**config.mk**
```make
export PLATFORM = sky130hd
export DESIGN_NAME = accel_data_event_core
export DESIGN_NICKNAME = d
export VERILOG_FILES = /design/src/common/accel_pkg.sv /design/src/accel_data_event_core.sv
export SDC_FILE = /design/constraint.sdc
export NUM_CORES = 2
export LEC_CHECK = 0
export BUFFER_PORTS_ARGS = -buffer_cell sky130_fd_sc_hd__clkbuf_2
export CAP_MARGIN = 25
export CORE_ASPECT_RATIO = 2
export CORE_MARGIN = 5
export CORE_UTILIZATION = 55
export DETAILED_ROUTE_END_ITERATION = 8
export MAX_ROUTING_LAYER = met4
export PLACE_DENSITY_LB_ADDON = 0.2
export SLEW_MARGIN = 10
export SYNTH_ARGS = -nofsm -noshare
export SYNTH_HDL_FRONTEND = slang
export SYNTH_SLANG_ARGS = --single-unit
```
**constraint.sdc**
```tcl
create_clock -name mclk -period 18.7 [get_ports mclk]
set_input_delay 0.935 -clock mclk [delete_from_list [all_inputs] [get_ports mclk]]
set_output_delay 0.935 -clock mclk [all_outputs]
set_load 0.01 [all_outputs]
```
**src/common/accel_pkg.sv**
```systemverilog
// Constants, register map and carrier types for the accelerometer data and event core.
// Assumes one 100 MHz clock (mclk) with a synchronous active-low reset.
package accel_pkg;

  // ----------------------------------------------------------------
  // Sizes
  // ----------------------------------------------------------------
  localparam int AXES = 3;
  localparam int RAW_W = 14;
  localparam int SMP_W = 10;
  localparam int TRIM_WORDS = 6;
  localparam int CLK_PERIOD_NS = 10;

  // ----------------------------------------------------------------
  // Register offsets
  // ----------------------------------------------------------------
  localparam logic [7:0] ADDR_X_HI = 8'h01;
  localparam logic [7:0] ADDR_X_LO = 8'h02;
  localparam logic [7:0] ADDR_Y_HI = 8'h03;
  localparam logic [7:0] ADDR_Y_LO = 8'h04;
  localparam logic [7:0] ADDR_Z_HI = 8'h05;
  localparam logic [7:0] ADDR_Z_LO = 8'h06;
  localparam logic [7:0] ADDR_SYS_MODE = 8'h0b;
  localparam logic [7:0] ADDR_EVENT_SRC = 8'h0c;
  localparam logic [7:0] ADDR_RANGE_CFG = 8'h0e;
  localparam logic [7:0] ADDR_ORIENT = 8'h10;
  localparam logic [7:0] ADDR_FF_CFG = 8'h1d;
  localparam logic [7:0] ADDR_FF_THRESH = 8'h1f;
  localparam logic [7:0] ADDR_FF_COUNT = 8'h20;
  localparam logic [7:0] ADDR_SLEEP_TO = 8'h29;
  localparam logic [7:0] ADDR_PRIMARY_CFG = 8'h2a;
  localparam logic [7:0] ADDR_SECOND_CFG = 8'h2b;
  localparam logic [7:0] ADDR_INT_EN = 8'h2d;
  localparam logic [7:0] ADDR_INT_ROUTE = 8'h2e;
  localparam logic [7:0] ADDR_X_USER_OFF = 8'h2f;
  localparam logic [7:0] ADDR_Y_USER_OFF = 8'h30;
  localparam logic [7:0] ADDR_Z_USER_OFF = 8'h31;

  // ----------------------------------------------------------------
  // Field positions and codes
  // ----------------------------------------------------------------
  localparam int CFG1_ACTIVE = 0;
  localparam int CFG1_FAST_READ = 1;
  localparam int CFG1_WAKE_RATE_LO = 3;
  localparam int CFG1_SLEEP_RATE_LO = 6;
  localparam int CFG2_AUTO_SLEEP = 2;
  localparam int FF_CFG_ENABLE = 7;
  localparam int EV_DRDY = 0;
  localparam int EV_FREEFALL = 1;
  localparam int EV_ORIENT = 2;
  localparam int EV_WAKE_SLEEP = 3;
  localparam logic [1:0] OVS_HIGH_RES = 2'h2;
  localparam logic [1:0] OVS_LOW_POWER = 2'h3;
  localparam logic [1:0] RANGE_8G = 2'h2;
  localparam logic [9:0] COUNTS_PER_G_2G = 10'h100;
  localparam logic [2:0] BASE_SHIFT = 3'h2;

  // ----------------------------------------------------------------
  // Reset value and counter limits
  // ----------------------------------------------------------------
  localparam logic [7:0] RST_GAIN = 8'h80;
  localparam logic [8:0] SLEEP_CNT_MAX = 9'h1ff;
  localparam logic [7:0] FF_CNT_MAX = 8'hff;

  // ----------------------------------------------------------------
  // Types
  // ----------------------------------------------------------------
  typedef enum logic [1:0] {TRIM_REQ, TRIM_WAIT, RUN} phase_e;

  typedef struct packed {
    logic valid;
    logic [AXES-1:0][RAW_W-1:0] raw;
  } sample_in_s;

  typedef struct packed {
    logic rd;
    logic wr;
    logic [7:0] addr;
    logic [7:0] wdata;
  } reg_req_s;

  typedef struct packed {
    phase_e phase;
    logic [2:0] trim_idx;
    logic [AXES-1:0][7:0] gain;
    logic [AXES-1:0][7:0] zoff;
    logic [AXES-1:0][7:0] user_off;
    logic [AXES-1:0][SMP_W-1:0] sample;
    logic [7:0] cfg1;
    logic [7:0] cfg2;
    logic [7:0] range_cfg;
    logic [7:0] ff_cfg;
    logic [7:0] ff_thresh;
    logic [7:0] ff_count;
    logic [7:0] sleep_to;
    logic [7:0] int_en;
    logic [7:0] int_route;
    logic [7:0] ff_cnt;
    logic [8:0] sleep_cnt;
    logic asleep;
    logic [2:0] orient;
    logic [3:0] flags;
    logic was_active;
    logic [7:0] rdata;
    logic pin_one;
    logic pin_two;
    logic trim_rd;
    logic [2:0] trim_addr;
    logic [2:0] odr;
  } core_state_s;

endpackage

```
**src/accel_data_event_core.sv**
```systemverilog
// Accelerometer data and event core: trim load, sample formatting, freefall,
// orientation, auto wake/sleep and event pin routing.
// Assumes samples and trim words arrive from same-clock logic; register requests
// come from the serial interface engine on mclk.
`timescale 1ns/100ps
module accel_data_event_core (
  input logic mclk,
  input logic rstn,
  input accel_pkg::sample_in_s sample_in,
  input logic [7:0] trim_data,
  input accel_pkg::reg_req_s reg_req,
  output logic [7:0] reg_rdata,
  output logic trim_rd,
  output logic [2:0] trim_addr,
  output logic analog_en,
  output logic [2:0] odr_sel,
  output logic [1:0] oversample_sel,
  output logic sleep_state,
  output logic event_pin_one,
  output logic event_pin_two
);

  accel_pkg::core_state_s q;
  accel_pkg::core_state_s d;

  // ----------------------------------------------------------------
  // Per-axis datapath
  // ----------------------------------------------------------------
  logic [1:0] range_sel;
  logic [2:0] shift_amt;
  logic [accel_pkg::AXES-1:0][accel_pkg::SMP_W-1:0] cooked;
  logic [accel_pkg::AXES-1:0][accel_pkg::SMP_W-1:0] mag;

  // Code 11 is undefined; it is treated as the widest range so nothing overflows
  assign range_sel = (q.range_cfg[1:0] > accel_pkg::RANGE_8G) ?
                     accel_pkg::RANGE_8G : q.range_cfg[1:0];
  assign shift_amt = accel_pkg::BASE_SHIFT + {1'b0, range_sel};

  function automatic logic [9:0] sat10(input logic signed [16:0] v);
    logic [9:0] r;
    if (v > 17'sd511) begin
      r = 10'h1ff;
    end else if (v < -17'sd512) begin
      r = 10'h200;
    end else begin
      r = v[9:0];
    end
    return r;
  endfunction

  for (genvar a = 0; a < accel_pkg::AXES; a++) begin : g_axis
    logic signed [22:0] prod;
    logic signed [16:0] trimmed;
    logic signed [16:0] scaled;
    logic [9:0] ranged;
    logic signed [16:0] with_user;
    // Gain 0x80 is unity; zero-g trim is in raw 1/1024 g units
    assign prod = $signed(sample_in.raw[a]) * $signed({1'b0, q.gain[a]});
    assign trimmed = 17'(prod >>> 7) + 17'($signed(q.zoff[a]));
    // Raw front-end data is 1/1024 g, so 2/3/4 bit shifts give 256/128/64 counts per g
    assign scaled = trimmed >>> shift_amt;
    assign ranged = sat10(scaled);
    assign with_user = 17'($signed(ranged)) + 17'($signed(q.user_off[a]));
    assign cooked[a] = sat10(with_user);
    assign mag[a] = cooked[a][9] ? 10'(-cooked[a]) : cooked[a];
  end

  // ----------------------------------------------------------------
  // Freefall and orientation decisions on the unfiltered samples
  // ----------------------------------------------------------------
  logic all_low;
  logic [9:0] one_g;
  logic z_locked;
  logic to_landscape;
  logic to_portrait;

  // No high-pass stage exists anywhere in this path
  assign all_low = (mag[0] < {2'b00, q.ff_thresh}) && (mag[1] < {2'b00, q.ff_thresh}) &&
                   (mag[2] < {2'b00, q.ff_thresh});
  assign one_g = accel_pkg::COUNTS_PER_G_2G >> range_sel;
  // Tilt under 29 degrees means |z| above about 0.875 g
  assign z_locked = {mag[2], 3'b000} > (13'({one_g, 3'b000}) - 13'(one_g));
  // tan 60 taken as 7/4: landscape below 30 degrees, portrait above 60
  assign to_landscape = (13'({mag[1], 3'b000}) - 13'(mag[1])) <
                        13'({mag[0], 2'b00});
  assign to_portrait = 13'({mag[1], 2'b00}) >
                       (13'({mag[0], 3'b000}) - 13'(mag[0]));

  // ----------------------------------------------------------------
  // Next state
  // ----------------------------------------------------------------
  logic active;
  logic take;
  logic ff_evt;
  logic or_evt;
  logic [3:0] set_flags;
  logic [3:0] clr_flags;
  logic [2:0] new_orient;
  logic landscape;
  logic [8:0] cnt_next;
  logic [3:0] armed;

  always_comb begin
    d = q;
    active = q.cfg1[accel_pkg::CFG1_ACTIVE];
    take = active && (q.phase == accel_pkg::RUN) && sample_in.valid;
    ff_evt = 1'b0;
    or_evt = 1'b0;
    set_flags = 4'h0;
    clr_flags = 4'h0;
    new_orient = q.orient;
    landscape = q.orient[2];
    cnt_next = 9'h000;
    armed = 4'h0;
    d.trim_rd = 1'b0;
    d.was_active = active;

    // Trim fetch: one request, data valid in the same cycle as the request
    unique case (q.phase)
      accel_pkg::TRIM_REQ: begin
        d.trim_rd = 1'b1;
        d.trim_addr = q.trim_idx;
        d.phase = accel_pkg::TRIM_WAIT;
      end
      accel_pkg::TRIM_WAIT: begin
        if (q.trim_idx < 3'(accel_pkg::AXES)) begin
          d.gain[q.trim_idx[1:0]] = trim_data;
        end else begin
          d.zoff[2'(q.trim_idx - 3'(accel_pkg::AXES))] = trim_data;
        end
        if (q.trim_idx == 3'(accel_pkg::TRIM_WORDS - 1)) begin
          d.phase = accel_pkg::RUN;
        end else begin
          d.trim_idx = q.trim_idx + 3'h1;
          d.phase = accel_pkg::TRIM_REQ;
        end
      end
      accel_pkg::RUN: begin
      end
      default: begin
        d.phase = accel_pkg::TRIM_REQ;
      end
    endcase

    if (take) begin
      d.sample = cooked;
      set_flags[accel_pkg::EV_DRDY] = 1'b1;

      // Freefall counter: event fires once per run (on every later low sample too for a count of 255), on the low sample after the run reaches the set count
      if (q.ff_cfg[accel_pkg::FF_CFG_ENABLE] && all_low) begin
        if (q.ff_cnt != accel_pkg::FF_CNT_MAX) begin
          d.ff_cnt = q.ff_cnt + 8'h01;
        end
        ff_evt = (q.ff_cnt == q.ff_count);
      end else begin
        d.ff_cnt = 8'h00;
      end

      // Portrait/landscape only moves while tilted enough; back/front always tracks z
      if (!z_locked) begin
        if (!q.orient[2] && to_landscape) begin
          landscape = 1'b1;
        end else if (q.orient[2] && to_portrait) begin
          landscape = 1'b0;
        end
      end
      new_orient[2] = landscape;
      new_orient[1] = landscape ? cooked[0][9] : cooked[1][9];
      new_orient[0] = cooked[2][9];
      or_evt = (new_orient != q.orient);
      d.orient = new_orient;

      // Auto wake/sleep counts samples since the last qualifying event
      cnt_next = (q.sleep_cnt == accel_pkg::SLEEP_CNT_MAX) ? q.sleep_cnt :
                 q.sleep_cnt + 9'h001;
      if (!q.cfg2[accel_pkg::CFG2_AUTO_SLEEP]) begin
        d.asleep = 1'b0;
        d.sleep_cnt = 9'h000;
      end else if (ff_evt || or_evt) begin
        d.sleep_cnt = 9'h000;
        if (q.asleep) begin
          d.asleep = 1'b0;
          set_flags[accel_pkg::EV_WAKE_SLEEP] = 1'b1;
        end
      end else if (!q.asleep) begin
        d.sleep_cnt = cnt_next;
        if (cnt_next > {1'b0, q.sleep_to}) begin
          d.asleep = 1'b1;
          d.sleep_cnt = 9'h000;
          set_flags[accel_pkg::EV_WAKE_SLEEP] = 1'b1;
        end
      end
      set_flags[accel_pkg::EV_FREEFALL] = ff_evt;
      set_flags[accel_pkg::EV_ORIENT] = or_evt;
    end

    // ----------------------------------------------------------------
    // Register access
    // ----------------------------------------------------------------
    if (reg_req.rd) begin
      unique case (reg_req.addr)
        accel_pkg::ADDR_X_HI: d.rdata = q.sample[0][9:2];
        accel_pkg::ADDR_Y_HI: d.rdata = q.sample[1][9:2];
        accel_pkg::ADDR_Z_HI: d.rdata = q.sample[2][9:2];
        // In 8-bit-only mode the low bytes carry nothing
        accel_pkg::ADDR_X_LO: d.rdata = q.cfg1[accel_pkg::CFG1_FAST_READ] ? 8'h00 :
                                        {q.sample[0][1:0], 6'h00};
        accel_pkg::ADDR_Y_LO: d.rdata = q.cfg1[accel_pkg::CFG1_FAST_READ] ? 8'h00 :
                                        {q.sample[1][1:0], 6'h00};
        accel_pkg::ADDR_Z_LO: d.rdata = q.cfg1[accel_pkg::CFG1_FAST_READ] ? 8'h00 :
                                        {q.sample[2][1:0], 6'h00};
        accel_pkg::ADDR_SYS_MODE: d.rdata = {6'h00, q.asleep, active};
        accel_pkg::ADDR_EVENT_SRC: begin
          d.rdata = {4'h0, q.flags};
          clr_flags = 4'hf;
        end
        accel_pkg::ADDR_RANGE_CFG: d.rdata = q.range_cfg;
        accel_pkg::ADDR_ORIENT: d.rdata = {4'h0, z_locked, q.orient};
        accel_pkg::ADDR_FF_CFG: d.rdata = q.ff_cfg;
        accel_pkg::ADDR_FF_THRESH: d.rdata = q.ff_thresh;
        accel_pkg::ADDR_FF_COUNT: d.rdata = q.ff_count;
        accel_pkg::ADDR_SLEEP_TO: d.rdata = q.sleep_to;
        accel_pkg::ADDR_PRIMARY_CFG: d.rdata = q.cfg1;
        accel_pkg::ADDR_SECOND_CFG: d.rdata = q.cfg2;
        accel_pkg::ADDR_INT_EN: d.rdata = q.int_en;
        accel_pkg::ADDR_INT_ROUTE: d.rdata = q.int_route;
        accel_pkg::ADDR_X_USER_OFF: d.rdata = q.user_off[0];
        accel_pkg::ADDR_Y_USER_OFF: d.rdata = q.user_off[1];
        accel_pkg::ADDR_Z_USER_OFF: d.rdata = q.user_off[2];
        default: d.rdata = 8'h00;
      endcase
    end

    // Writes stay legal in standby; the front end sees changes on the next clock edge, odr_sel one edge later
    if (reg_req.wr) begin
      unique case (reg_req.addr)
        accel_pkg::ADDR_RANGE_CFG: d.range_cfg = {6'h00, reg_req.wdata[1:0]};
        accel_pkg::ADDR_FF_CFG: d.ff_cfg = reg_req.wdata;
        accel_pkg::ADDR_FF_THRESH: d.ff_thresh = reg_req.wdata;
        accel_pkg::ADDR_FF_COUNT: d.ff_count = reg_req.wdata;
        accel_pkg::ADDR_SLEEP_TO: d.sleep_to = reg_req.wdata;
        accel_pkg::ADDR_PRIMARY_CFG: d.cfg1 = reg_req.wdata;
        accel_pkg::ADDR_SECOND_CFG: d.cfg2 = reg_req.wdata;
        accel_pkg::ADDR_INT_EN: d.int_en = reg_req.wdata;
        accel_pkg::ADDR_INT_ROUTE: d.int_route = reg_req.wdata;
        accel_pkg::ADDR_X_USER_OFF: d.user_off[0] = reg_req.wdata;
        accel_pkg::ADDR_Y_USER_OFF: d.user_off[1] = reg_req.wdata;
        accel_pkg::ADDR_Z_USER_OFF: d.user_off[2] = reg_req.wdata;
        default: begin
        end
      endcase
    end

    // A flag set in the same cycle as its clearing read survives
    d.flags = (q.flags & ~clr_flags) | set_flags;

    // Leaving standby restarts event and sleep state
    if (active && !q.was_active) begin
      d.flags = 4'h0;
      d.asleep = 1'b0;
      d.sleep_cnt = 9'h000;
      d.ff_cnt = 8'h00;
      d.orient = 3'h0;
    end

    // Sleep uses the slow codes 4..7, wake uses the full 3-bit rate field
    d.odr = d.asleep ? {1'b1, q.cfg1[accel_pkg::CFG1_SLEEP_RATE_LO +: 2]} :
            q.cfg1[accel_pkg::CFG1_WAKE_RATE_LO +: 3];

    armed = d.flags & q.int_en[3:0];
    d.pin_one = |(armed & q.int_route[3:0]);
    d.pin_two = |(armed & ~q.int_route[3:0]);

    if (!rstn) begin
      d = '0;
      d.phase = accel_pkg::TRIM_REQ;
      d.gain = {accel_pkg::AXES{accel_pkg::RST_GAIN}};
    end
  end

  always_ff @(posedge mclk) begin
    q <= d;
  end

  // ----------------------------------------------------------------
  // Outputs
  // ----------------------------------------------------------------
  assign reg_rdata = q.rdata;
  assign trim_rd = q.trim_rd;
  assign trim_addr = q.trim_addr;
  assign analog_en = q.cfg1[accel_pkg::CFG1_ACTIVE];
  assign odr_sel = q.odr;
  // 10 = high resolution, 11 = lowest power, passed straight to the front end
  assign oversample_sel = q.cfg2[1:0];
  assign sleep_state = q.asleep;
  assign event_pin_one = q.pin_one;
  assign event_pin_two = q.pin_two;

endmodule
```
Yosys cells after proc, flatten, opt, wreduce, memory -nomap -nowiden
Index checks and enable logic that the tools add are counted.
{ "op_classes": {"n_addsub": 17, "mul": 3, "n_div": 0, "n_lt_le_gt_ge": 25, "eq_ne": 30, "shift": 4, "mux": 54, "n_bitwise": 10, "reduce_logical": 34} }
{ "op_table": {"columns": ["operator", "count"], "rows": [
  ["2-to-1 mux 10 bit", 19],
  ["one-hot mux 8 bit (21 select lines)", 1],
  ["equality test 8 x 6 -> 1 bit, second input constant", 9],
  ["multiplier 14 x 9 -> 23 bit", 3],
  ["2-to-1 mux 8 bit", 8],
  ["adder 16 x 8 -> 17 bit", 3],
  ["greater-than comparator 17 x 10 -> 1 bit, second input constant", 3],
  ["< comparator 17 x 10 -> 1 bit, second input constant", 3],
  [">>> shifter 17 x 3 -> 17 bit", 3],
  ["bitwise mux 24 bit", 2],
  ["subtractor 13 x 10 -> 13 bit", 3],
  ["AND reduction 2 bit", 17],
  ["adder 10 x 8 -> 11 bit", 3],
  ["greater-than comparator 11 x 10 -> 1 bit, second input constant", 3],
  ["< comparator 11 x 10 -> 1 bit, second input constant", 3],
  ["demux 8 bit (select 2 bit)", 2],
  ["< comparator 10 x 8 -> 1 bit", 3],
  ["negation 10 bit", 3],
  ["equality test 8 x 3 -> 1 bit, second input constant", 3],
  ["equality test 8 x 4 -> 1 bit, second input constant", 3],
  ["equality test 8 x 5 -> 1 bit, second input constant", 3],
  ["2-to-1 mux 4 bit", 5],
  ["bitwise AND 4 bit", 4],
  ["equality test 8 x 2 -> 1 bit, second input constant", 2],
  ["38 further kinds", 66]
]} }
{ "word_totals": {"ff_bits": 216, "latchBits": 0, "ram_bits": 0, "rom_bits": 0, "input_bits": 71, "output_inout_bits": 21, "mem_count": 0} }

Longest topological paths before layout
{ "depth": {"word_depth": 31, "ltp_mapped": 69, "mapped_depth_nobuf": 67} }

Least setup slack after synthesis
OpenSTA, ideal clock, no wires.
{ "synth_path": {"path_kind": "input to register", "startpoint": "in sample_in[17] (netlist name)", "endpoint": "reg q[27] (netlist name)", "arrival_ns": 13.346, "required_time_ns": 18.579, "slack_ns": 5.232, "path_stages": 65, "path_cell_list": "nand2_1 -> fa_1 -> inv_1 -> fa_1 -> ha_1 -> fa_1 -> ha_1 -> nand4bb_1 -> o21bai_1 -> a21oi_1 -> o21bai_1 -> a21oi_1 -> o21bai_1 -> a21oi_1 -> o21bai_1 -> a21oi_1 -> o21ai_0 -> o21ai_0 -> (+29 left out) -> and2_1 -> a311oi_1 -> o21ba_2 -> o21ai_0 -> a21oi_1 -> nor2_1 -> nor2_1 -> xnor2_1 -> ha_1 -> a21o_1 -> a31oi_1 -> o31ai_1 -> nor4_1 -> nand4b_1 -> nand4_2 -> o31a_1 -> buf_6 -> mux2_4"} }
{ "synth_via": {"elab_chain_len": 23, "word_cells_on_any_way": 36, "cone_classes": "4 x add/sub; 1 x mul; 7 x order compare; 2 x eq/ne; 1 x shift; 14 x mux; 7 x reduce/logical"} }
{ "synth_rtl": {"columns": ["item", "line", "rtl"], "rows": [
  ["from (decl)", "accel_data_event_core.sv:9", "input accel_pkg::sample_in_s sample_in,"],
  ["multiplier 14 x 9 -> 23 bit *", "accel_data_event_core.sv:58", "assign prod = $signed(sample_in.raw[a]) * $signed({1'b0, q.gain[a]});"],
  ["adder 16 x 8 -> 17 bit *", "accel_data_event_core.sv:59", "assign trimmed = 17'(prod >>> 7) + 17'($signed(q.zoff[a]));"],
  [">>> shifter 17 x 3 -> 17 bit *", "accel_data_event_core.sv:61", "assign scaled = trimmed >>> shift_amt;"],
  ["< comparator 17 x 10 -> 1 bit", "accel_data_event_core.sv:43", "end else if (v < -17'sd512) begin"],
  ["2-to-1 mux 10 bit", "accel_data_event_core.sv:43", null],
  ["2-to-1 mux 10 bit *", "accel_data_event_core.sv:41", "if (v > 17'sd511) begin"],
  ["adder 10 x 8 -> 11 bit *", "accel_data_event_core.sv:63", "assign with_user = 17'($signed(ranged)) + 17'($signed(q.user_off[a]));"],
  ["< comparator 11 x 10 -> 1 bit", "accel_data_event_core.sv:43", null],
  ["(+7 left out)", null, null],
  ["2-to-1 mux 1 bit", "accel_data_event_core.sv:161", "if (!q.orient[2] && to_landscape) begin"],
  ["2-to-1 mux 1 bit", "accel_data_event_core.sv:160", "if (!z_locked) begin"],
  ["2-to-1 mux 1 bit", "accel_data_event_core.sv:145", "if (take) begin"],
  ["2-to-1 mux 1 bit", "accel_data_event_core.sv:168", "new_orient[1] = landscape ? cooked[0][9] : cooked[1][9];"],
  ["inequality test 3 bit", "accel_data_event_core.sv:170", "or_evt = (new_orient != q.orient);"],
  ["logical OR 1 bit *", "accel_data_event_core.sv:179", "end else if (ff_evt || or_evt) begin"],
  ["inequality test 3 x 2 -> 1 bit (no source line) / 2-to-1 mux 10 bit (equally long branches)", null, null],
  ["AND reduction 2 bit (no source line) / 2-to-1 mux 10 bit (equally long branches)", null, null],
  ["to (signal assigned)", "accel_data_event_core.sv:282", "q <= d;"],
  ["to (decl)", "accel_data_event_core.sv:23", "accel_pkg::core_state_s q;"]
]} }
Every way passes the cells marked *; elsewhere a longest branch is shown, timed or not. The select of a mux whose other input is x is not followed.
A chain may end at the register's enable or synchronous reset.

Final worst setup path
{ "layout_path": {"startpoint": "reg q[195] (netlist name)", "endpoint": "reg q (netlist bit odr_sel[0])"} }
{ "layout_via": {"elab_chain_len": 27, "word_cells_on_any_way": 37, "cone_classes": "4 x add/sub; 1 x mul; 7 x order compare; 1 x eq/ne; 1 x shift; 17 x mux; 6 x reduce/logical"} }
{ "layout_rtl": {"columns": ["item", "line", "rtl"], "rows": [
  ["multiplier 14 x 9 -> 23 bit *", "accel_data_event_core.sv:58", null],
  ["adder 16 x 8 -> 17 bit *", "accel_data_event_core.sv:59", null],
  [">>> shifter 17 x 3 -> 17 bit *", "accel_data_event_core.sv:61", null],
  ["< comparator 17 x 10 -> 1 bit", "accel_data_event_core.sv:43", null],
  ["2-to-1 mux 10 bit", "accel_data_event_core.sv:43", null],
  ["2-to-1 mux 10 bit *", "accel_data_event_core.sv:41", null],
  ["adder 10 x 8 -> 11 bit *", "accel_data_event_core.sv:63", null],
  ["< comparator 11 x 10 -> 1 bit", "accel_data_event_core.sv:43", null],
  ["(+11 left out)", null, null],
  ["2-to-1 mux 1 bit", "accel_data_event_core.sv:168", null],
  ["inequality test 3 bit", "accel_data_event_core.sv:170", null],
  ["logical OR 1 bit *", "accel_data_event_core.sv:179", null],
  ["2-to-1 mux 10 bit *", "accel_data_event_core.sv:179", null],
  ["2-to-1 mux 10 bit *", "accel_data_event_core.sv:176", "if (!q.cfg2[accel_pkg::CFG2_AUTO_SLEEP]) begin"],
  ["2-to-1 mux 4 bit *", "accel_data_event_core.sv:145", null],
  ["2-to-1 mux 8 bit *", "accel_data_event_core.sv:258", "if (active && !q.was_active) begin"],
  ["2-to-1 mux 3 bit *", "accel_data_event_core.sv:267", "d.odr = d.asleep ? {1'b1, q.cfg1[accel_pkg::CFG1_SLEEP_RATE_LO +: 2]} :"]
]} }
Marked as above.

==> impl_metrics.py <==
metrics = {
    "cts": {
        "post_cts_resized": 0,
        "ctsHtreeMaxLevel": 1,
        "numCtsBuffers": 23,
        "cts_tree": "done",
        "cts.sinks": 216,
        "cts_setup_buffers": 0,
        "cts_hold_buf": 0,
        "clkLatencyLatePin_ns": 0.58,
        "cts_max_path_buffers": 3,
        "root_buffer": "clkbuf_16",
        "clk_pin_slew_worst_paths_ns": 0.07,
    },
    "layout": {
        "layout-drive-gt1-share_pct": 6.409,
        "final_util_pct": 58.10,
        "synthToLayoutAreaGrowth_pct": 5.006,
        "nets": 4181,
        "antenna_cells": 0,
    },
    "grt": {
        "antenna_found_initial": 0,
        "grt-ovfl-total": 0,
        "grt_max_degree": 114,
        "grt_pass1_wl_um": 138800,
        "grt_pass1_vias": 26044,
        "grt_usage_pct": 30.48,
    },
    "detailed_routing": {
        "drc": 0,
        "routedWlPerCell_um": 20.67,
        "vias": 25476,
        "vias_per_cell": 6.003,
        "ant_nets": 0,
        "drt_wl_total_um": 87740,
        "firstDrtPassIters": 6,
        "drt_iter0_markers": 1626,
    },
    "yosys": {
        "synth_warnings": 0,
        "synth_area_mm2": 0.02949,
        "synthXorXnorAreaFrac_pct": 5.316,
        "synth_top_cell_by_area": "fa_1",
        "synth-simple-area-share_pct": 20.18,
        "syn_area_per_cell_um2": 8.256,
        "synthAdderAreaFrac_pct": 30.88,
        "synth-compound-area-share_pct": 17.39,
        "async_flop_share_pct": 0,
        "synthMuxAreaShare_pct": 3.402,
        "synth-seq-cells": 216,
        "synth_area_leaders": "fa_1, dfxtp_1, ha_1",
        "syn_inst": 3572,
        "synth_edf_count": 0,
        "yosysSeqAreaShare_pct": 14.66,
        "synth_ff_type": "dfxtp_1",
        "yosysTopAreaCellShare_pct": 18.53,
        "yosysUniqueCellTypes": 108,
        "synth_top_family_by_area": "adder cells",
    },
    "critical_path": {
        "required_ns": 19.21,
        "cp.arrival_ns": 16.21,
        "crit_buf_inv": 3,
        "crit_slowest_cell": "o32ai_1",
        "crit_path_max_fanout": 19,
        "end_kind": "register",
        "max_stage_delay_ns": 0.79,
        "path_class": "register to register",
        "start_kind": "register",
        "cpMostUsedCell": "ha_1",
        "crit_family": "compound AO/OA/AOI/OAI gates",
    },
    "floorplan": {
        "die_w_um": 173.7,
        "rows": 120,
        "die_y_um": 337.5,
        "die_area_mm2": 0.05863,
        "start_util_pct": 55.33,
        "num_io_pins": 92,
        "core_mm2": 0.05330,
    },
    "sta": {
        "rsz0062_at_grt": "false",
        "period_share_pct": 83.95,
        "fin_skew_ns": 0.01581,
        "setup_viol": 0,
        "timing.final.ws_setup_ns": 3.001,
        "hold_ws_ns": 0.4661,
        "relSlewSlack_pct": 27.77,
        "maxSlewViolCount": 0,
        "finalSetupTns_ns": 0,
        "timing.fmax_mhz": 63.70,
        "worst_pin_slew_ns": 1.083,
        "timing.final.hold_violations": 0,
        "fin_crit_ns": 15.70,
    },
    "place": {
        "gp_congestion": 1.050,
        "hpwl_um": 70620,
        "pre_cts_slack_ns": 2.680,
        "io_buffers": 91,
    },
    "outcome": {
        "status": "completed",
    },
    "hold_path": {
        "hp-class": "register to register",
    },
    "power": {
        "ir_drop_mv": 0.1549,
        "p_per_area_mw_per_mm2": 128.7,
        "power.leakage_nw": 14.13,
    },
    "job": {
        "cap_violations": 0,
    },
}
[worst register-to-register path: cells and delay by family (launching register included)]
kind            cells  cell delay [ns]
buf+inv             3             0.23
mux                 1             0.24
simple gates       15             2.57
compound gates     25             6.99
xor+xnor            3             0.61
flops               1             0.72
fa+ha+maj          11             4.29
[cell families after synthesis]
| group | count (synthesis) |
|---|---|
| AOI/OAI and AO/OA | 759 |
| xor gates and xnor gates | 176 |
| adders and majority gates | 567 |
| buffers and inverters | 580 |
| DFF | 216 |
| muxes | 96 |
| other | 2 |
| and+or+nand+nor | 1176 |
[metrics by stage]
step	cell area, um^2	instances	power, W
6_report	30970	4244	0.003986
4_1_cts	30970	4244	0.003979
2_1_floorplan	29500	3573	0.002817
3_5_place_dp	30190	4204	0.003457
3_3_place_gp	30180	4203	0.003467
5_1_grt	30970	4244	0.004360
[registers in the layout (all words and copies together), names as in the netlist]
name / count
event_pin_two: 1
reg_rdata: 8
trim_rd: 1
oversample_sel: 2
trim_addr: 3
q: 195
odr_sel: 3
sleep_state: 1
analog_en: 1
event_pin_one: 1
[routing by layer]
metal	vias to the layer above	GRT usage [%]	part of all wire, %
met4	0	22.62	9.3
met3	369	2.741	3.6
li1	12054	-	-
met1	12297	28.72	34
met5	-	-	0
met2	756	57.09	53
[cells in the mapped netlist (17+ instances only)]
| cell | number |
|---|---|
| ha_1 | 279 |
| a21oi_1 | 174 |
| nor3_1 | 40 |
| and3_1 | 19 |
| a31oi_1 | 34 |
| nor3b_1 | 20 |
| a211oi_1 | 21 |
| nand2b_1 | 18 |
| fa_1 | 273 |
| nor2_1 | 159 |
| o21a_1 | 32 |
| and2_1 | 200 |
| nand4_1 | 31 |
| mux2i_1 | 80 |
| nor2b_1 | 99 |
| xor2_1 | 56 |
| a21o_1 | 38 |
| clkbuf_1 | 113 |
| o21bai_1 | 35 |
| a21boi_0 | 76 |
| dfxtp_1 | 216 |
| inv_1 | 420 |
| o21ai_0 | 144 |
| o211ai_1 | 23 |
| nand3_1 | 128 |
| o211a_1 | 17 |
| nand2_1 | 378 |
| xnor2_1 | 118 |
| buf_4 | 18 |
[cell type report]
| cell class | count | area, um^2 |
|---|---|---|
| Sequential cell | 216 | 4324 |
| Clock buffer | 31 | 625.6 |
| Multi-Input combinational cell | 2777 | 22770 |
| Tap cell | 671 | 839.6 |
| Fill cell | 4968 | 22330 |
| Clock inverter | 9 | 156.4 |
| Inverter | 421 | 1580 |
| Timing Repair Buffer | 119 | 668.1 |
[report_power, final]
part / internal [W] / switching [W] / total (W)
registers: 0.000464 / 0.0000125 / 0.000477
logic: 0.00122 / 0.00179 / 0.00301
clock network: 0.000280 / 0.000219 / 0.000500
[path summary, 6_finish.rpt]
kind / cells past startpoint / to / slack, ns / from
worst max-delay path: 58 / odr_sel[0]$_SDFF_PN0_ / 3.00 / q[195]$_SDFFE_PN0P_
worst max register to register: 58 / odr_sel[0]$_SDFF_PN0_ / 3.00 / q[195]$_SDFFE_PN0P_
worst min-delay path: 2 / q[56]$_SDFFE_PN0P_ / 0.47 / q[56]$_SDFFE_PN0P_
worst min register to register: 2 / q[56]$_SDFFE_PN0P_ / 0.47 / q[56]$_SDFFE_PN0P_
[placed cells by master, fill, tap and decap left out, types with 19 or more instances in the layout]
master,Yosys,final
inv_1,420,420
nand2_1,378,378
ha_1,279,279
fa_1,273,273
dfxtp_1,216,216
and2_1,200,200
a21oi_1,174,174
nor2_1,159,159
o21ai_0,144,144
nand3_1,128,128
xnor2_1,118,118
nor2b_1,99,99
clkbuf_2,0,90
mux2i_1,80,80
a21boi_0,76,76
xor2_1,56,56
nor3_1,40,39
a21o_1,38,38
o21bai_1,35,35
a31oi_1,34,34
o21a_1,32,32
nand4_1,31,31
buf_4,18,29
o211ai_1,23,23
clkbuf_16,0,23
a211oi_1,21,21
nor3b_1,20,20
and3_1,19,19
Note: power is estimated with default switching activity, not from simulation.
